==> config.mk <==
export PLATFORM = sky130hd
export DESIGN_NAME = urb_top
export DESIGN_NICKNAME = d
export VERILOG_FILES = /design/src/urb_pkg.sv /design/src/urb_top.sv /design/src/urb_parity.sv /design/src/urb_fifo.sv
export VERILOG_INCLUDE_DIRS = /design/src
export SDC_FILE = /design/constraint.sdc
export NUM_CORES = 1
export LEC_CHECK = 0
export BUFFER_PORTS_ARGS = -buffer_cell sky130_fd_sc_hd__buf_2
export CORE_ASPECT_RATIO = 0.5
export CORE_MARGIN = 5
export CORE_UTILIZATION = 52
export CTS_CLUSTER_SIZE = 28
export DETAILED_ROUTE_END_ITERATION = 10
export HOLD_SLACK_MARGIN = 0.02
export PLACE_DENSITY = 0.76
export SYNTH_ARGS = -nofsm -noshare
export SYNTH_HDL_FRONTEND = slang
export SYNTH_SLANG_ARGS = --single-unit
==> constraint.sdc <==
create_clock -name clock_in -period 3.1 [get_ports clock_in]
set_input_delay 0.93 -clock clock_in [delete_from_list [all_inputs] [get_ports clock_in]]
set_output_delay 0.93 -clock clock_in [all_outputs]
set_load 0.01 [all_outputs]
==> src/urb_cfg.svh <==
// register offsets, field positions, reset values and sizes of the receive buffer block
// assumes a plain one-cycle register port with read data one cycle later
`ifndef URB_CFG_SVH
`define URB_CFG_SVH
`define URB_ADDR_STATUS   3'h0
`define URB_ADDR_CONTROL  3'h1
`define URB_ADDR_FORMAT   3'h2
`define URB_ADDR_DATA     3'h3
`define URB_ST_RXC        7
`define URB_ST_FE         4
`define URB_ST_DOR        3
`define URB_ST_UPE        2
`define URB_CT_RXCIE      7
`define URB_CT_RXEN       4
`define URB_CT_SIZE2      2
`define URB_CT_RXB8       1
`define URB_FM_UPM1       5
`define URB_FM_UPM0       4
`define URB_FM_USBS       3
`define URB_FM_SIZE_HI    2
`define URB_FM_SIZE_LO    1
`define URB_CONTROL_RST   8'h00
`define URB_FORMAT_RST    8'h06
`define URB_SIZE9_CODE    3'h7
`define URB_DEPTH         2
`endif

==> src/urb_pkg.sv <==
// types shared by the receive buffer block
// assumes urb_cfg.svh is on the include path
package urb_pkg;
   typedef logic [2:0] urb_addr_t;
   typedef logic [7:0] urb_byte_t;
   // one buffer entry: ninth bit, data, frame, overrun, parity error
   typedef struct packed {
      logic       bit8;
      logic [7:0] data;
      logic       fe;
      logic       dor;
      logic       upe;
   } urb_entry_t;
endpackage

==> src/urb_top.sv <==
// receive buffer and status logic of a serial receiver
// assumes an upstream bit sampler delivering whole frames as one-cycle pulses
// on clock_in, and a plain register port with read data one cycle later
`timescale 1ns/100ps
`include "urb_cfg.svh"
// Functional notes
// - receive-complete flag shows buffer not empty
// - receiver disable flushes buffer at once
// - interrupt requested while flag set and enabled
// - data read pops one buffer entry
// - error bits stored with each entry
// - error flag writes are ignored
// - error flags never raise interrupts
// - frame error is first stop bit low
// - frame error ignores stop-bit count
// - overrun: full, waiting frame, new start
// - overrun clears on successful transfer
// - parity checked only when enable bit set
// - parity mismatch stored in buffer entry
// - parity error zero unless checking enabled
// - disable abandons frame in progress
// - disabled receiver releases serial pin
// - ninth bit stored, read from control
// - unused upper data bits read zero
module urb_top
   import urb_pkg::*;
(
   input  wire logic          clock_in,
   input  wire logic          sys_rst_in,
   input  urb_pkg::urb_addr_t reg_addr_in,
   input  urb_pkg::urb_byte_t reg_wdata_in,
   input  wire logic          reg_write_in,
   input  wire logic          reg_read_in,
   output urb_pkg::urb_byte_t reg_rdata_out,
   input  wire logic          global_irq_enable_in,
   input  wire logic          frame_start_in,
   input  wire logic          frame_done_in,
   input  wire logic [8:0]    frame_data_in,
   input  wire logic          frame_parity_in,
   input  wire logic          frame_stop_in,
   output logic               receiver_active_out,
   output logic               pin_override_out,
   output logic               rx_irq_out
);
   logic       receiver_enable;
   logic       receive_complete_irq_enable;
   urb_byte_t  serial_format_reg;
   urb_byte_t  rdata;
   // shift register holding a finished frame until the buffer has room
   urb_entry_t shift_entry;
   logic       shift_full;
   logic       overrun_pend;
   logic       mismatch;
   logic       fifo_empty;
   logic       fifo_full;
   logic       pop;
   logic       push;
   logic       flush;
   urb_entry_t head;
   urb_entry_t next_entry;
   logic [2:0] size_code;
   logic [8:0] masked;
   logic       control_size2;

   function automatic logic sel(input urb_addr_t a, input urb_addr_t target);
      sel = (a == target);
   endfunction

   assign size_code = {control_size2, serial_format_reg[`URB_FM_SIZE_HI:`URB_FM_SIZE_LO]};

   // mask data bits above the configured character size
   always_comb
   begin
      masked = {1'b0, frame_data_in[7:0]};
      unique case (size_code[1:0])
         2'b00: masked = {4'h0, frame_data_in[4:0]};
         2'b01: masked = {3'h0, frame_data_in[5:0]};
         2'b10: masked = {2'h0, frame_data_in[6:0]};
         2'b11:
            if (size_code == `URB_SIZE9_CODE)
               masked = frame_data_in;
      endcase
   end

   urb_parity u_parity (
      .data_in       (masked),
      .parity_bit_in (frame_parity_in),
      .odd_in        (serial_format_reg[`URB_FM_UPM0]),
      .mismatch_out  (mismatch)
   );

   always_comb
   begin
      next_entry.bit8 = masked[8];
      next_entry.data = masked[7:0];
      next_entry.fe   = ~frame_stop_in;
      next_entry.dor  = 1'b0;
      next_entry.upe  = serial_format_reg[`URB_FM_UPM1] & mismatch;
   end

   assign flush = ~receiver_enable;
   assign pop   = reg_read_in && sel(reg_addr_in, `URB_ADDR_DATA) && !fifo_empty;
   assign push  = shift_full && (!fifo_full || pop);

   urb_fifo u_fifo (
      .clock_in     (clock_in),
      .sys_rst_in   (sys_rst_in),
      .flush_in     (flush),
      .push_in      (push),
      .push_data_in ({shift_entry.bit8, shift_entry.data, shift_entry.fe,
                      overrun_pend, shift_entry.upe}),
      .pop_in       (pop),
      .head_out     (head),
      .empty_out    (fifo_empty),
      .full_out     (fifo_full)
   );

   always_ff @(posedge clock_in or posedge sys_rst_in)
   begin
      if (sys_rst_in)
      begin
         shift_full  <= 1'b0;
         shift_entry <= '0;
      end
      else if (flush)
         shift_full <= 1'b0;
      else if (frame_done_in && (!shift_full || push))
      begin
         shift_full  <= 1'b1;
         shift_entry <= next_entry;
      end
      else if (push)
         shift_full <= 1'b0;
   end

   // overrun is carried by the next frame that reaches the buffer
   always_ff @(posedge clock_in or posedge sys_rst_in)
   begin
      if (sys_rst_in)
         overrun_pend <= 1'b0;
      else if (flush)
         overrun_pend <= 1'b0;
      // lost frame marks overrun; set wins
      else if (frame_start_in && fifo_full && shift_full && !pop)
         overrun_pend <= 1'b1;
      else if (push)
         overrun_pend <= 1'b0;
   end

   always_ff @(posedge clock_in or posedge sys_rst_in)
   begin
      if (sys_rst_in)
      begin
         receiver_enable             <= 1'(`URB_CONTROL_RST >> `URB_CT_RXEN);
         receive_complete_irq_enable <= 1'b0;
         control_size2               <= 1'b0;
         serial_format_reg           <= `URB_FORMAT_RST;
      end
      else if (reg_write_in)
      begin
         if (sel(reg_addr_in, `URB_ADDR_CONTROL))
         begin
            receiver_enable             <= reg_wdata_in[`URB_CT_RXEN];
            receive_complete_irq_enable <= reg_wdata_in[`URB_CT_RXCIE];
            control_size2               <= reg_wdata_in[`URB_CT_SIZE2];
         end
         if (sel(reg_addr_in, `URB_ADDR_FORMAT))
            serial_format_reg <= reg_wdata_in;
      end
   end

   always_comb
   begin
      rdata = 8'h00;
      unique case (reg_addr_in)
         `URB_ADDR_STATUS:
         begin
            rdata[`URB_ST_RXC] = !fifo_empty;
            rdata[`URB_ST_FE]  = !fifo_empty & head.fe;
            rdata[`URB_ST_DOR] = !fifo_empty & head.dor;
            rdata[`URB_ST_UPE] = !fifo_empty & head.upe;
         end
         `URB_ADDR_CONTROL:
         begin
            rdata[`URB_CT_RXCIE] = receive_complete_irq_enable;
            rdata[`URB_CT_RXEN]  = receiver_enable;
            rdata[`URB_CT_SIZE2] = control_size2;
            rdata[`URB_CT_RXB8]  = !fifo_empty & head.bit8;
         end
         `URB_ADDR_FORMAT: rdata = serial_format_reg;
         `URB_ADDR_DATA: rdata = fifo_empty ? 8'h00 : head.data;
         default: rdata = 8'h00;
      endcase
   end

   always_ff @(posedge clock_in or posedge sys_rst_in)
   begin
      if (sys_rst_in)
         reg_rdata_out <= 8'h00;
      else if (reg_read_in)
         reg_rdata_out <= rdata;
      else
         reg_rdata_out <= 8'h00;
   end

   assign rx_irq_out = receive_complete_irq_enable & global_irq_enable_in & !fifo_empty;
   assign pin_override_out    = receiver_enable;
   assign receiver_active_out = receiver_enable;

   logic unused_size;
   assign unused_size = ^size_code ^ serial_format_reg[`URB_FM_USBS];

   property p_flush_empties;
      @(posedge clock_in) disable iff (sys_rst_in)
      !receiver_enable |=> fifo_empty && !shift_full;
   endproperty
   a_flush_empties: assert property (p_flush_empties)
      else $error("buffer not flushed on disable");

   property p_irq_level;
      @(posedge clock_in) disable iff (sys_rst_in)
      (reg_read_in && reg_addr_in == `URB_ADDR_STATUS && receive_complete_irq_enable
         && global_irq_enable_in) |=> reg_rdata_out[`URB_ST_RXC] == $past(rx_irq_out);
   endproperty
   a_irq_level: assert property (p_irq_level)
      else $error("irq does not follow flag");

   property p_pop_one;
      @(posedge clock_in) disable iff (sys_rst_in)
      (pop && fifo_full && !push && receiver_enable) |=> !fifo_full && !fifo_empty;
   endproperty
   a_pop_one: assert property (p_pop_one)
      else $error("read did not pop one entry");

   property p_no_par_when_off;
      @(posedge clock_in) disable iff (sys_rst_in)
      (frame_done_in && !serial_format_reg[`URB_FM_UPM1] && !shift_full && receiver_enable)
         |=> !shift_entry.upe;
   endproperty
   a_no_par_when_off: assert property (p_no_par_when_off)
      else $error("parity error with checking off");

   property p_fe_stop;
      @(posedge clock_in) disable iff (sys_rst_in)
      (frame_done_in && !shift_full && receiver_enable) |=> shift_entry.fe == !$past(frame_stop_in);
   endproperty
   a_fe_stop: assert property (p_fe_stop)
      else $error("frame error mismatch");

   property p_overrun_set;
      @(posedge clock_in) disable iff (sys_rst_in)
      (frame_start_in && fifo_full && shift_full && !pop && receiver_enable) |=> overrun_pend;
   endproperty
   a_overrun_set: assert property (p_overrun_set)
      else $error("overrun not flagged");

   property p_overrun_clear;
      @(posedge clock_in) disable iff (sys_rst_in)
      (push && !frame_start_in && receiver_enable) |=> !overrun_pend;
   endproperty
   a_overrun_clear: assert property (p_overrun_clear)
      else $error("overrun not cleared on transfer");

   property p_hold_full;
      @(posedge clock_in) disable iff (sys_rst_in)
      (shift_full && fifo_full && !pop && receiver_enable) |=> shift_full;
   endproperty
   a_hold_full: assert property (p_hold_full)
      else $error("held frame dropped");

   property p_pin_release;
      @(posedge clock_in) disable iff (sys_rst_in)
      (reg_write_in && reg_addr_in == `URB_ADDR_CONTROL)
         |=> pin_override_out == $past(reg_wdata_in[`URB_CT_RXEN]);
   endproperty
   a_pin_release: assert property (p_pin_release)
      else $error("pin not released");

   property p_rxc_flag;
      @(posedge clock_in) disable iff (sys_rst_in)
      (reg_read_in && reg_addr_in == `URB_ADDR_STATUS)
         |=> reg_rdata_out[`URB_ST_RXC] != $past(fifo_empty);
   endproperty
   a_rxc_flag: assert property (p_rxc_flag)
      else $error("receive-complete flag wrong");

   property p_irq_empty;
      @(posedge clock_in) disable iff (sys_rst_in)
      fifo_empty |-> !rx_irq_out;
   endproperty
   a_irq_empty: assert property (p_irq_empty)
      else $error("irq raised with empty buffer");

   property p_pop_last;
      @(posedge clock_in) disable iff (sys_rst_in)
      (pop && !push && !fifo_full && receiver_enable) |=> fifo_empty;
   endproperty
   a_pop_last: assert property (p_pop_last)
      else $error("last entry not popped");

   property p_par_stored;
      @(posedge clock_in) disable iff (sys_rst_in)
      (frame_done_in && !shift_full && receiver_enable && serial_format_reg[`URB_FM_UPM1])
         |=> shift_entry.upe
             == $past(^masked ^ frame_parity_in ^ serial_format_reg[`URB_FM_UPM0]);
   endproperty
   a_par_stored: assert property (p_par_stored)
      else $error("parity result not stored");

   property p_upper_zero;
      @(posedge clock_in) disable iff (sys_rst_in)
      (frame_done_in && !shift_full && receiver_enable && size_code == 3'h0)
         |=> shift_entry.data[7:5] == 3'h0;
   endproperty
   a_upper_zero: assert property (p_upper_zero)
      else $error("unused data bits not zero");

   property p_ninth_bit;
      @(posedge clock_in) disable iff (sys_rst_in)
      (frame_done_in && !shift_full && receiver_enable)
         |=> shift_entry.bit8 == ($past(frame_data_in[8]) && $past(size_code) == `URB_SIZE9_CODE);
   endproperty
   a_ninth_bit: assert property (p_ninth_bit)
      else $error("ninth bit stored wrongly");

   property p_flush_overrun;
      @(posedge clock_in) disable iff (sys_rst_in)
      !receiver_enable |=> !overrun_pend;
   endproperty
   a_flush_overrun: assert property (p_flush_overrun)
      else $error("overrun kept while disabled");
endmodule // urb_top

==> src/urb_parity.sv <==
// parity check over a received character of five to nine bits
// assumes data bits above the character size are already zero
`timescale 1ns/100ps
module urb_parity
   import urb_pkg::*;
(
   input  wire logic [8:0] data_in,
   input  wire logic       parity_bit_in,
   input  wire logic       odd_in,
   output logic            mismatch_out
);
   // zero upper bits do not change xor parity, so size needs no mask here
   assign mismatch_out = (^data_in) ^ parity_bit_in ^ odd_in;
endmodule // urb_parity

==> src/urb_fifo.sv <==
// two-entry receive buffer in flip-flops with flush
// assumes push only when not full or together with a pop, and pop only when not empty
`timescale 1ns/100ps
`include "urb_cfg.svh"
module urb_fifo
   import urb_pkg::*;
(
   input  wire logic       clock_in,
   input  wire logic       sys_rst_in,
   input  wire logic       flush_in,
   input  wire logic       push_in,
   input  urb_pkg::urb_entry_t push_data_in,
   input  wire logic       pop_in,
   output urb_pkg::urb_entry_t head_out,
   output logic            empty_out,
   output logic            full_out
);
   urb_entry_t mem [`URB_DEPTH];
   logic       wr_ptr;
   logic       rd_ptr;
   logic [1:0] count;

   always_ff @(posedge clock_in or posedge sys_rst_in)
   begin
      if (sys_rst_in)
      begin
         wr_ptr <= 1'b0;
         rd_ptr <= 1'b0;
         count  <= 2'h0;
      end
      else if (flush_in)
      begin
         wr_ptr <= 1'b0;
         rd_ptr <= 1'b0;
         count  <= 2'h0;
      end
      else
      begin
         if (push_in)
            wr_ptr <= ~wr_ptr;
         if (pop_in)
            rd_ptr <= ~rd_ptr;
         if (push_in && !pop_in)
            count <= count + 2'h1;
         else if (pop_in && !push_in)
            count <= count - 2'h1;
      end
   end

   genvar gi;
   generate
      for (gi = 0; gi < `URB_DEPTH; gi++)
      begin : g_entry
         always_ff @(posedge clock_in or posedge sys_rst_in)
         begin
            if (sys_rst_in)
               mem[gi] <= '0;
            else if (push_in && (wr_ptr == 1'(gi)))
               mem[gi] <= push_data_in;
         end
      end
   endgenerate

   assign head_out  = mem[rd_ptr];
   assign empty_out = (count == 2'h0);
   assign full_out  = (count == 2'h2);
endmodule // urb_fifo

# Word level (Yosys, flattened, before mapping)
# Index checks and enable logic that the tools add are counted.
dict set report word_totals {
  regBits 60
  latch_bits 0
  mem_bits_rw 0
  rom_bits 0
  in_bits 29
  output_inout_bits 11
  elab_cells 104
  n_memories 0
}
dict set report op_classes {
  addsub 2
  multipliers 0
  n_div 0
  order_cmp 1
  eq_ne 13
  n_shift 0
  muxes 26
  n_bitwise 13
  reduce_logical 25
}
# op n
set op_table {}
lappend op_table {{$mux 12} 3}
lappend op_table {{$pmux 9 s4} 1}
lappend op_table {{$mux 8} 2}
lappend op_table {{$pmux 1 s4} 3}
lappend op_table {{$logic_and 1x1->1} 11}
lappend op_table {{$mux 1} 9}
lappend op_table {{$mux 9} 1}
lappend op_table {{$ne 3x1->1 const B} 3}
lappend op_table {{$reduce_xor 9->1} 1}
lappend op_table {{$and 1x1->1} 7}
lappend op_table {{$eq 2x2->1 const B} 3}
lappend op_table {{$eq 3x2->1 const B} 2}
lappend op_table {{$mux 2} 3}
lappend op_table {{$pmux 1 s3} 2}
lappend op_table {{$reduce_and 2->1} 3}
lappend op_table {{$logic_not 1->1} 5}
lappend op_table {{$logic_not 2->1} 2}
lappend op_table {{$ne 2x1->1 const B} 2}
lappend op_table {{$pmux 2 s2} 1}
lappend op_table {{$eq 3x1->1 const B} 1}
lappend op_table {{$eq 3x3->1 const B} 1}
lappend op_table {{$logic_not 3->1} 1}
lappend op_table {{$not 1->1} 3}
lappend op_table {{$add 2x1->2 const B} 1}
lappend op_table {{other kinds (7)} 9}

# Logic depth before layout (Yosys ltp)
dict set report depth {
  word_depth 10
  depth_mapped 8
  mapped_depth_nobuf 5
}

# By module
# From an unflattened synthesis, not the netlist that was laid out.
dict set report unflattened {
  hier_cells 213
  area_unflattened_um2 2825.2
}
# mod n_inst cells_per_inst area_per_inst_um2
set modules_own_cells {}
lappend modules_own_cells {urb_top 1 119 1453.9}
lappend modules_own_cells {urb_fifo 1 85 1278.7}
lappend modules_own_cells {urb_parity 1 9 92.6}

# Worst setup path after synthesis
# OpenSTA, ideal clock, no wires.
dict set report synth_path {
  kind {input port to flip-flop}
  startpoint {in reg_addr_in[0]}
  endpoint {reg u_fifo.mem[15] (netlist name)}
  setup_ns 0.125
  arrival_time_ns 2.188
  required_ns 2.975
  path_slack_ns 0.787
  path_stages 6
  path_buffers 2
  cell_sequence {buf_4 -> and4b_1 -> o21ai_0 -> nor2_1 -> buf_2 -> mux2_2}
}
dict set report synth_via {
  elab_chain_len 6
}
# item line
set synth_lines {}
lappend synth_lines {{from (decl)} urb_top.sv:30} ;# input urb_pkg::urb_addr_t reg_addr_in,
lappend synth_lines {{$eq 3x2->1} urb_top.sv:66} ;# sel = (a == target);
lappend synth_lines {{$logic_and 1x1->1 (2 in a row)} urb_top.sv:102} ;# assign pop = reg_read_in && sel(reg_addr_in, `URB_ADDR_DATA) && !fifo_empty;
lappend synth_lines {{$logic_or 1x1->1} urb_top.sv:103} ;# assign push = shift_full && (!fifo_full || pop);
lappend synth_lines {{$logic_and 1x1->1} urb_top.sv:103}
lappend synth_lines {{$logic_and 1x1->1} urb_fifo.sv:58} ;# else if (push_in && (wr_ptr == 1'(gi)))
lappend synth_lines {{to (signal, indexed assignment)} urb_fifo.sv:59} ;# mem[gi] <= push_data_in;
lappend synth_lines {{to (decl)} urb_fifo.sv:18} ;# urb_entry_t mem [`URB_DEPTH];
# Every way passes these cells.
# A chain may end at the register's enable or synchronous reset.

# Final worst setup path
dict set report layout_path {
  startpoint {reg u_fifo.count[0]}
  endpoint {out rx_irq_out}
}
dict set report layout_via {
  elab_chain_len 3
}
# item line
set layout_lines {}
lappend layout_lines {{from (decl)} urb_fifo.sv:21} ;# logic [1:0] count;
lappend layout_lines {{from (signal assigned)} urb_fifo.sv:44} ;# count <= count + 2'h1;
lappend layout_lines {{from (signal assigned)} urb_fifo.sv:46} ;# count <= count - 2'h1;
lappend layout_lines {{$logic_not 2->1} urb_fifo.sv:65} ;# assign empty_out = (count == 2'h0);
lappend layout_lines {{$logic_not 1->1} urb_top.sv:206} ;# assign rx_irq_out = receive_complete_irq_enable & global_irq_enable_in & !fifo_empty;
lappend layout_lines {{$and 1x1->1} urb_top.sv:206}
lappend layout_lines {{to (decl)} urb_top.sv:43} ;# output logic rx_irq_out
# Every way passes these cells.

==> results_dict.tcl <==
set metrics [dict create \
    final-hold-violation-count 0 \
    synthFlopType "dfrtp_1" \
    die_h_um 61.3 \
    p_total_mw 2.51 \
    min_path_cells 2 \
    yosys.area.top_type_share_pct 53.0 \
    setup_tns_ps 0 \
    rrSetupSlack_ps 1240 \
    drtIter0Drc 125 \
    via_per_inst 5.30 \
    die_w_um 113 \
    synth.largest_area_cell "dfrtp_1" \
    r2r_cells 4 \
    clock_skew_ps 7.31 \
    num_rows 18 \
    period_share_pct 76.7 \
    grt_usage_pct 18.3 \
    critPathCaptureType "output port" \
    ctsResizeCount 0 \
    synth.area.top_cells "dfrtp_1 (53%), mux2_2 (16%), mux2i_1 (5.5%), xnor2_1 (2.6%), o21ai_0 (2.2%)" \
    post_cts_buffers 0 \
    hold_path_startpoint "serial_format_reg[6]" \
    ys_async_sr_fraction_pct 100 \
    syn-cell-area_mm2 0.00274 \
    grt_overflow 0 \
    hold_path.class "reg2reg" \
    p_leak_nw 1.51 \
    htree_levels 3 \
    drc_errors 0 \
    critPathMaxFanout 6 \
    max_freq_ghz 0.420 \
    period_needed_ps 2380 \
    initial_utilization_pct 54.7 \
    status "complete, no violations" \
    clk_latency_ps 340 \
    ys_ff_latch 60 \
    io_pins 40 \
    syn2layout_area_growth_pct 18.2 \
    multiInputGateArea_mm2 0.00117 \
    timing.rr.end "reg_rdata_out[2]" \
    die-area_mm2 0.00690 \
    ant_nets 0 \
    path_class "reg2out" \
    grt_pass1_wl_um 9350 \
    grt_setup_unrepaired "no" \
    ys_types 39 \
    dr.pass1.iters 4 \
    drive_gt1_share_pct 38.9 \
    crit_required_ps 2170 \
    antenna_cells 0 \
    largest_reg_flops 24 \
    syn-mean-instance-area_um2 12.3 \
    vias 1801 \
    fin_nets 294 \
    top_register "u_fifo.mem" \
    synth_cells 223 \
    hold_end "reg_rdata_out[6]" \
    clockRootBuffer "clkbuf_8" \
    grt_max_degree 61 \
    critPathLaunchType "flip-flop" \
    path_clk_slew_ps 70 \
    critPathArrivalTime_ps 1450 \
    p_per_area_mw_per_mm2 775 \
    vdd_ir_drop_max_mv 0.305 \
    fin_area_mm2 0.00324 \
    cts_buffer_depth 2 \
    final-seq-area_mm2 0.00150 \
    timing.hold.ws_ps 483 \
    hold_buffers 0 \
    worstMarginPinSlew_ps 736 \
    wl_per_cell_um 16.7 \
    fill_cells 382 \
    fp.coreArea_mm2 0.00500 \
    setup_violations 0 \
    post_dp_cell_area_mm2 0.00299 \
    globalplace.congestion 0.837 \
    maxSlewViolCount 0 \
    ys_warn_count 0 \
    antenna_found_initial 0 \
    synth_edf_count 0 \
    syn_nets 252 \
    cts.sinks 60 \
    dp_hpwl_um 3950 \
    drt-total-wl_um 5690 \
    yosysSeqAreaShare_pct 55.0 \
    top_regs "u_fifo.mem (24), shift_entry (11)" \
    cts_buffers 9 \
    slew_headroom_pct 50.9 \
    r2r_start "u_fifo.rd_ptr" \
    cts_tree "done" \
    io_buffers 39 \
    maxCapViolations 0 \
    grt_pass1_vias 1859 \
]
## metrics by stage
| step | cells | setup slack, ps | utilization (%) |
|---|---|---|---|
| global route | 340 | 678 | 64.7 |
| finish | 340 | 722 | 64.7 |
| CTS | 340 | 708 | 64.7 |
| global placement | 324 | 575 | 59.7 |
| floorplan | 223 | 689 | - |
| detailed placement | 324 | 536 | 59.7 |
## cells by family (layout without fill, tap and decap cells)
logic type	after synthesis	in the layout	synth area share, %
flip-flops	60	60	55.0
AND/OR/NAND/NOR	56	56	10.7
multiplexers	55	55	21.9
AO/OA/AOI/OAI	28	28	6.22
buffers and inverters	14	61	2.42
XOR/XNOR	10	10	3.70
## layout make-up
class / count / share of cell area [%]
clock buffer: 10 / 4.25
clock inverter: 6 / 3.44
inverter: 3 / 0.348
multi-input combinational: 149 / 36.0
sequential: 60 / 46.5
tap: 70 / 2.71
timing repair buffer: 42 / 6.73
## worst max-delay path by stage
| stage | slack (ps) | end | from |
|---|---|---|---|
| after floorplan | 690 | control_size2 | sys_rst_in |
| after global placement | 580 | shift_entry[7] | reg_addr_in[0] |
| after detailed placement | 540 | shift_entry[6] | reg_addr_in[0] |
| after CTS | 710 | rx_irq_out | u_fifo.count[0] |
| after global routing | 680 | rx_irq_out | u_fifo.count[0] |
| final | 720 | rx_irq_out | u_fifo.count[0] |
## per-layer routing
layer	vias to the layer above	GRT usage [%]	wire, um
met2	55	28.0	2470
li1	863	-	-
met3	5	8.15	386
met4	0	5.65	49
met5	-	0	0
met1	878	23.9	2770
## power breakdown
part	internal (mW)	switching, mW	leakage (nW)
registers	0.992	0.151	0.771
clock network	0.555	0.316	0.122
logic	0.272	0.221	0.614
## critical path: stages, from the launching register on
cell and delay [ps]:
dfrtp_1 430, or2_2 360, and3_1 190, buf_2 130
## layout by cell type (no fill, tap or decap), types with 2 or more instances in the layout
| cell | n |
|---|---|
| and2_1 | 6 |
| nor2_1 | 11 |
| mux2_2 | 40 |
| mux2i_1 | 15 |
| nor3_1 | 2 |
| dfstp_2 | 2 |
| nor2b_1 | 3 |
| buf_2 | 39 |
| inv_1 | 2 |
| o21ai_0 | 12 |
| nand2b_1 | 5 |
| xnor2_1 | 8 |
| clkbuf_8 | 10 |
| nand3_1 | 2 |
| bufinv_16 | 3 |
| a21oi_1 | 5 |
| o22ai_1 | 4 |
| nand2_1 | 15 |
| or2_2 | 2 |
| buf_4 | 3 |
| dfrtp_1 | 58 |
## cells in the mapped netlist (4+ instances only)
cell type	number
clkbuf_1	4
and2_1	6
dfrtp_1	58
nand2b_1	5
o21ai_0	12
o22ai_1	4
mux2i_1	15
buf_2	5
mux2_2	40
a21oi_1	5
nand2_1	15
nor2_1	11
xnor2_1	8
No activity file was read; power rests on OpenSTA's default activity.
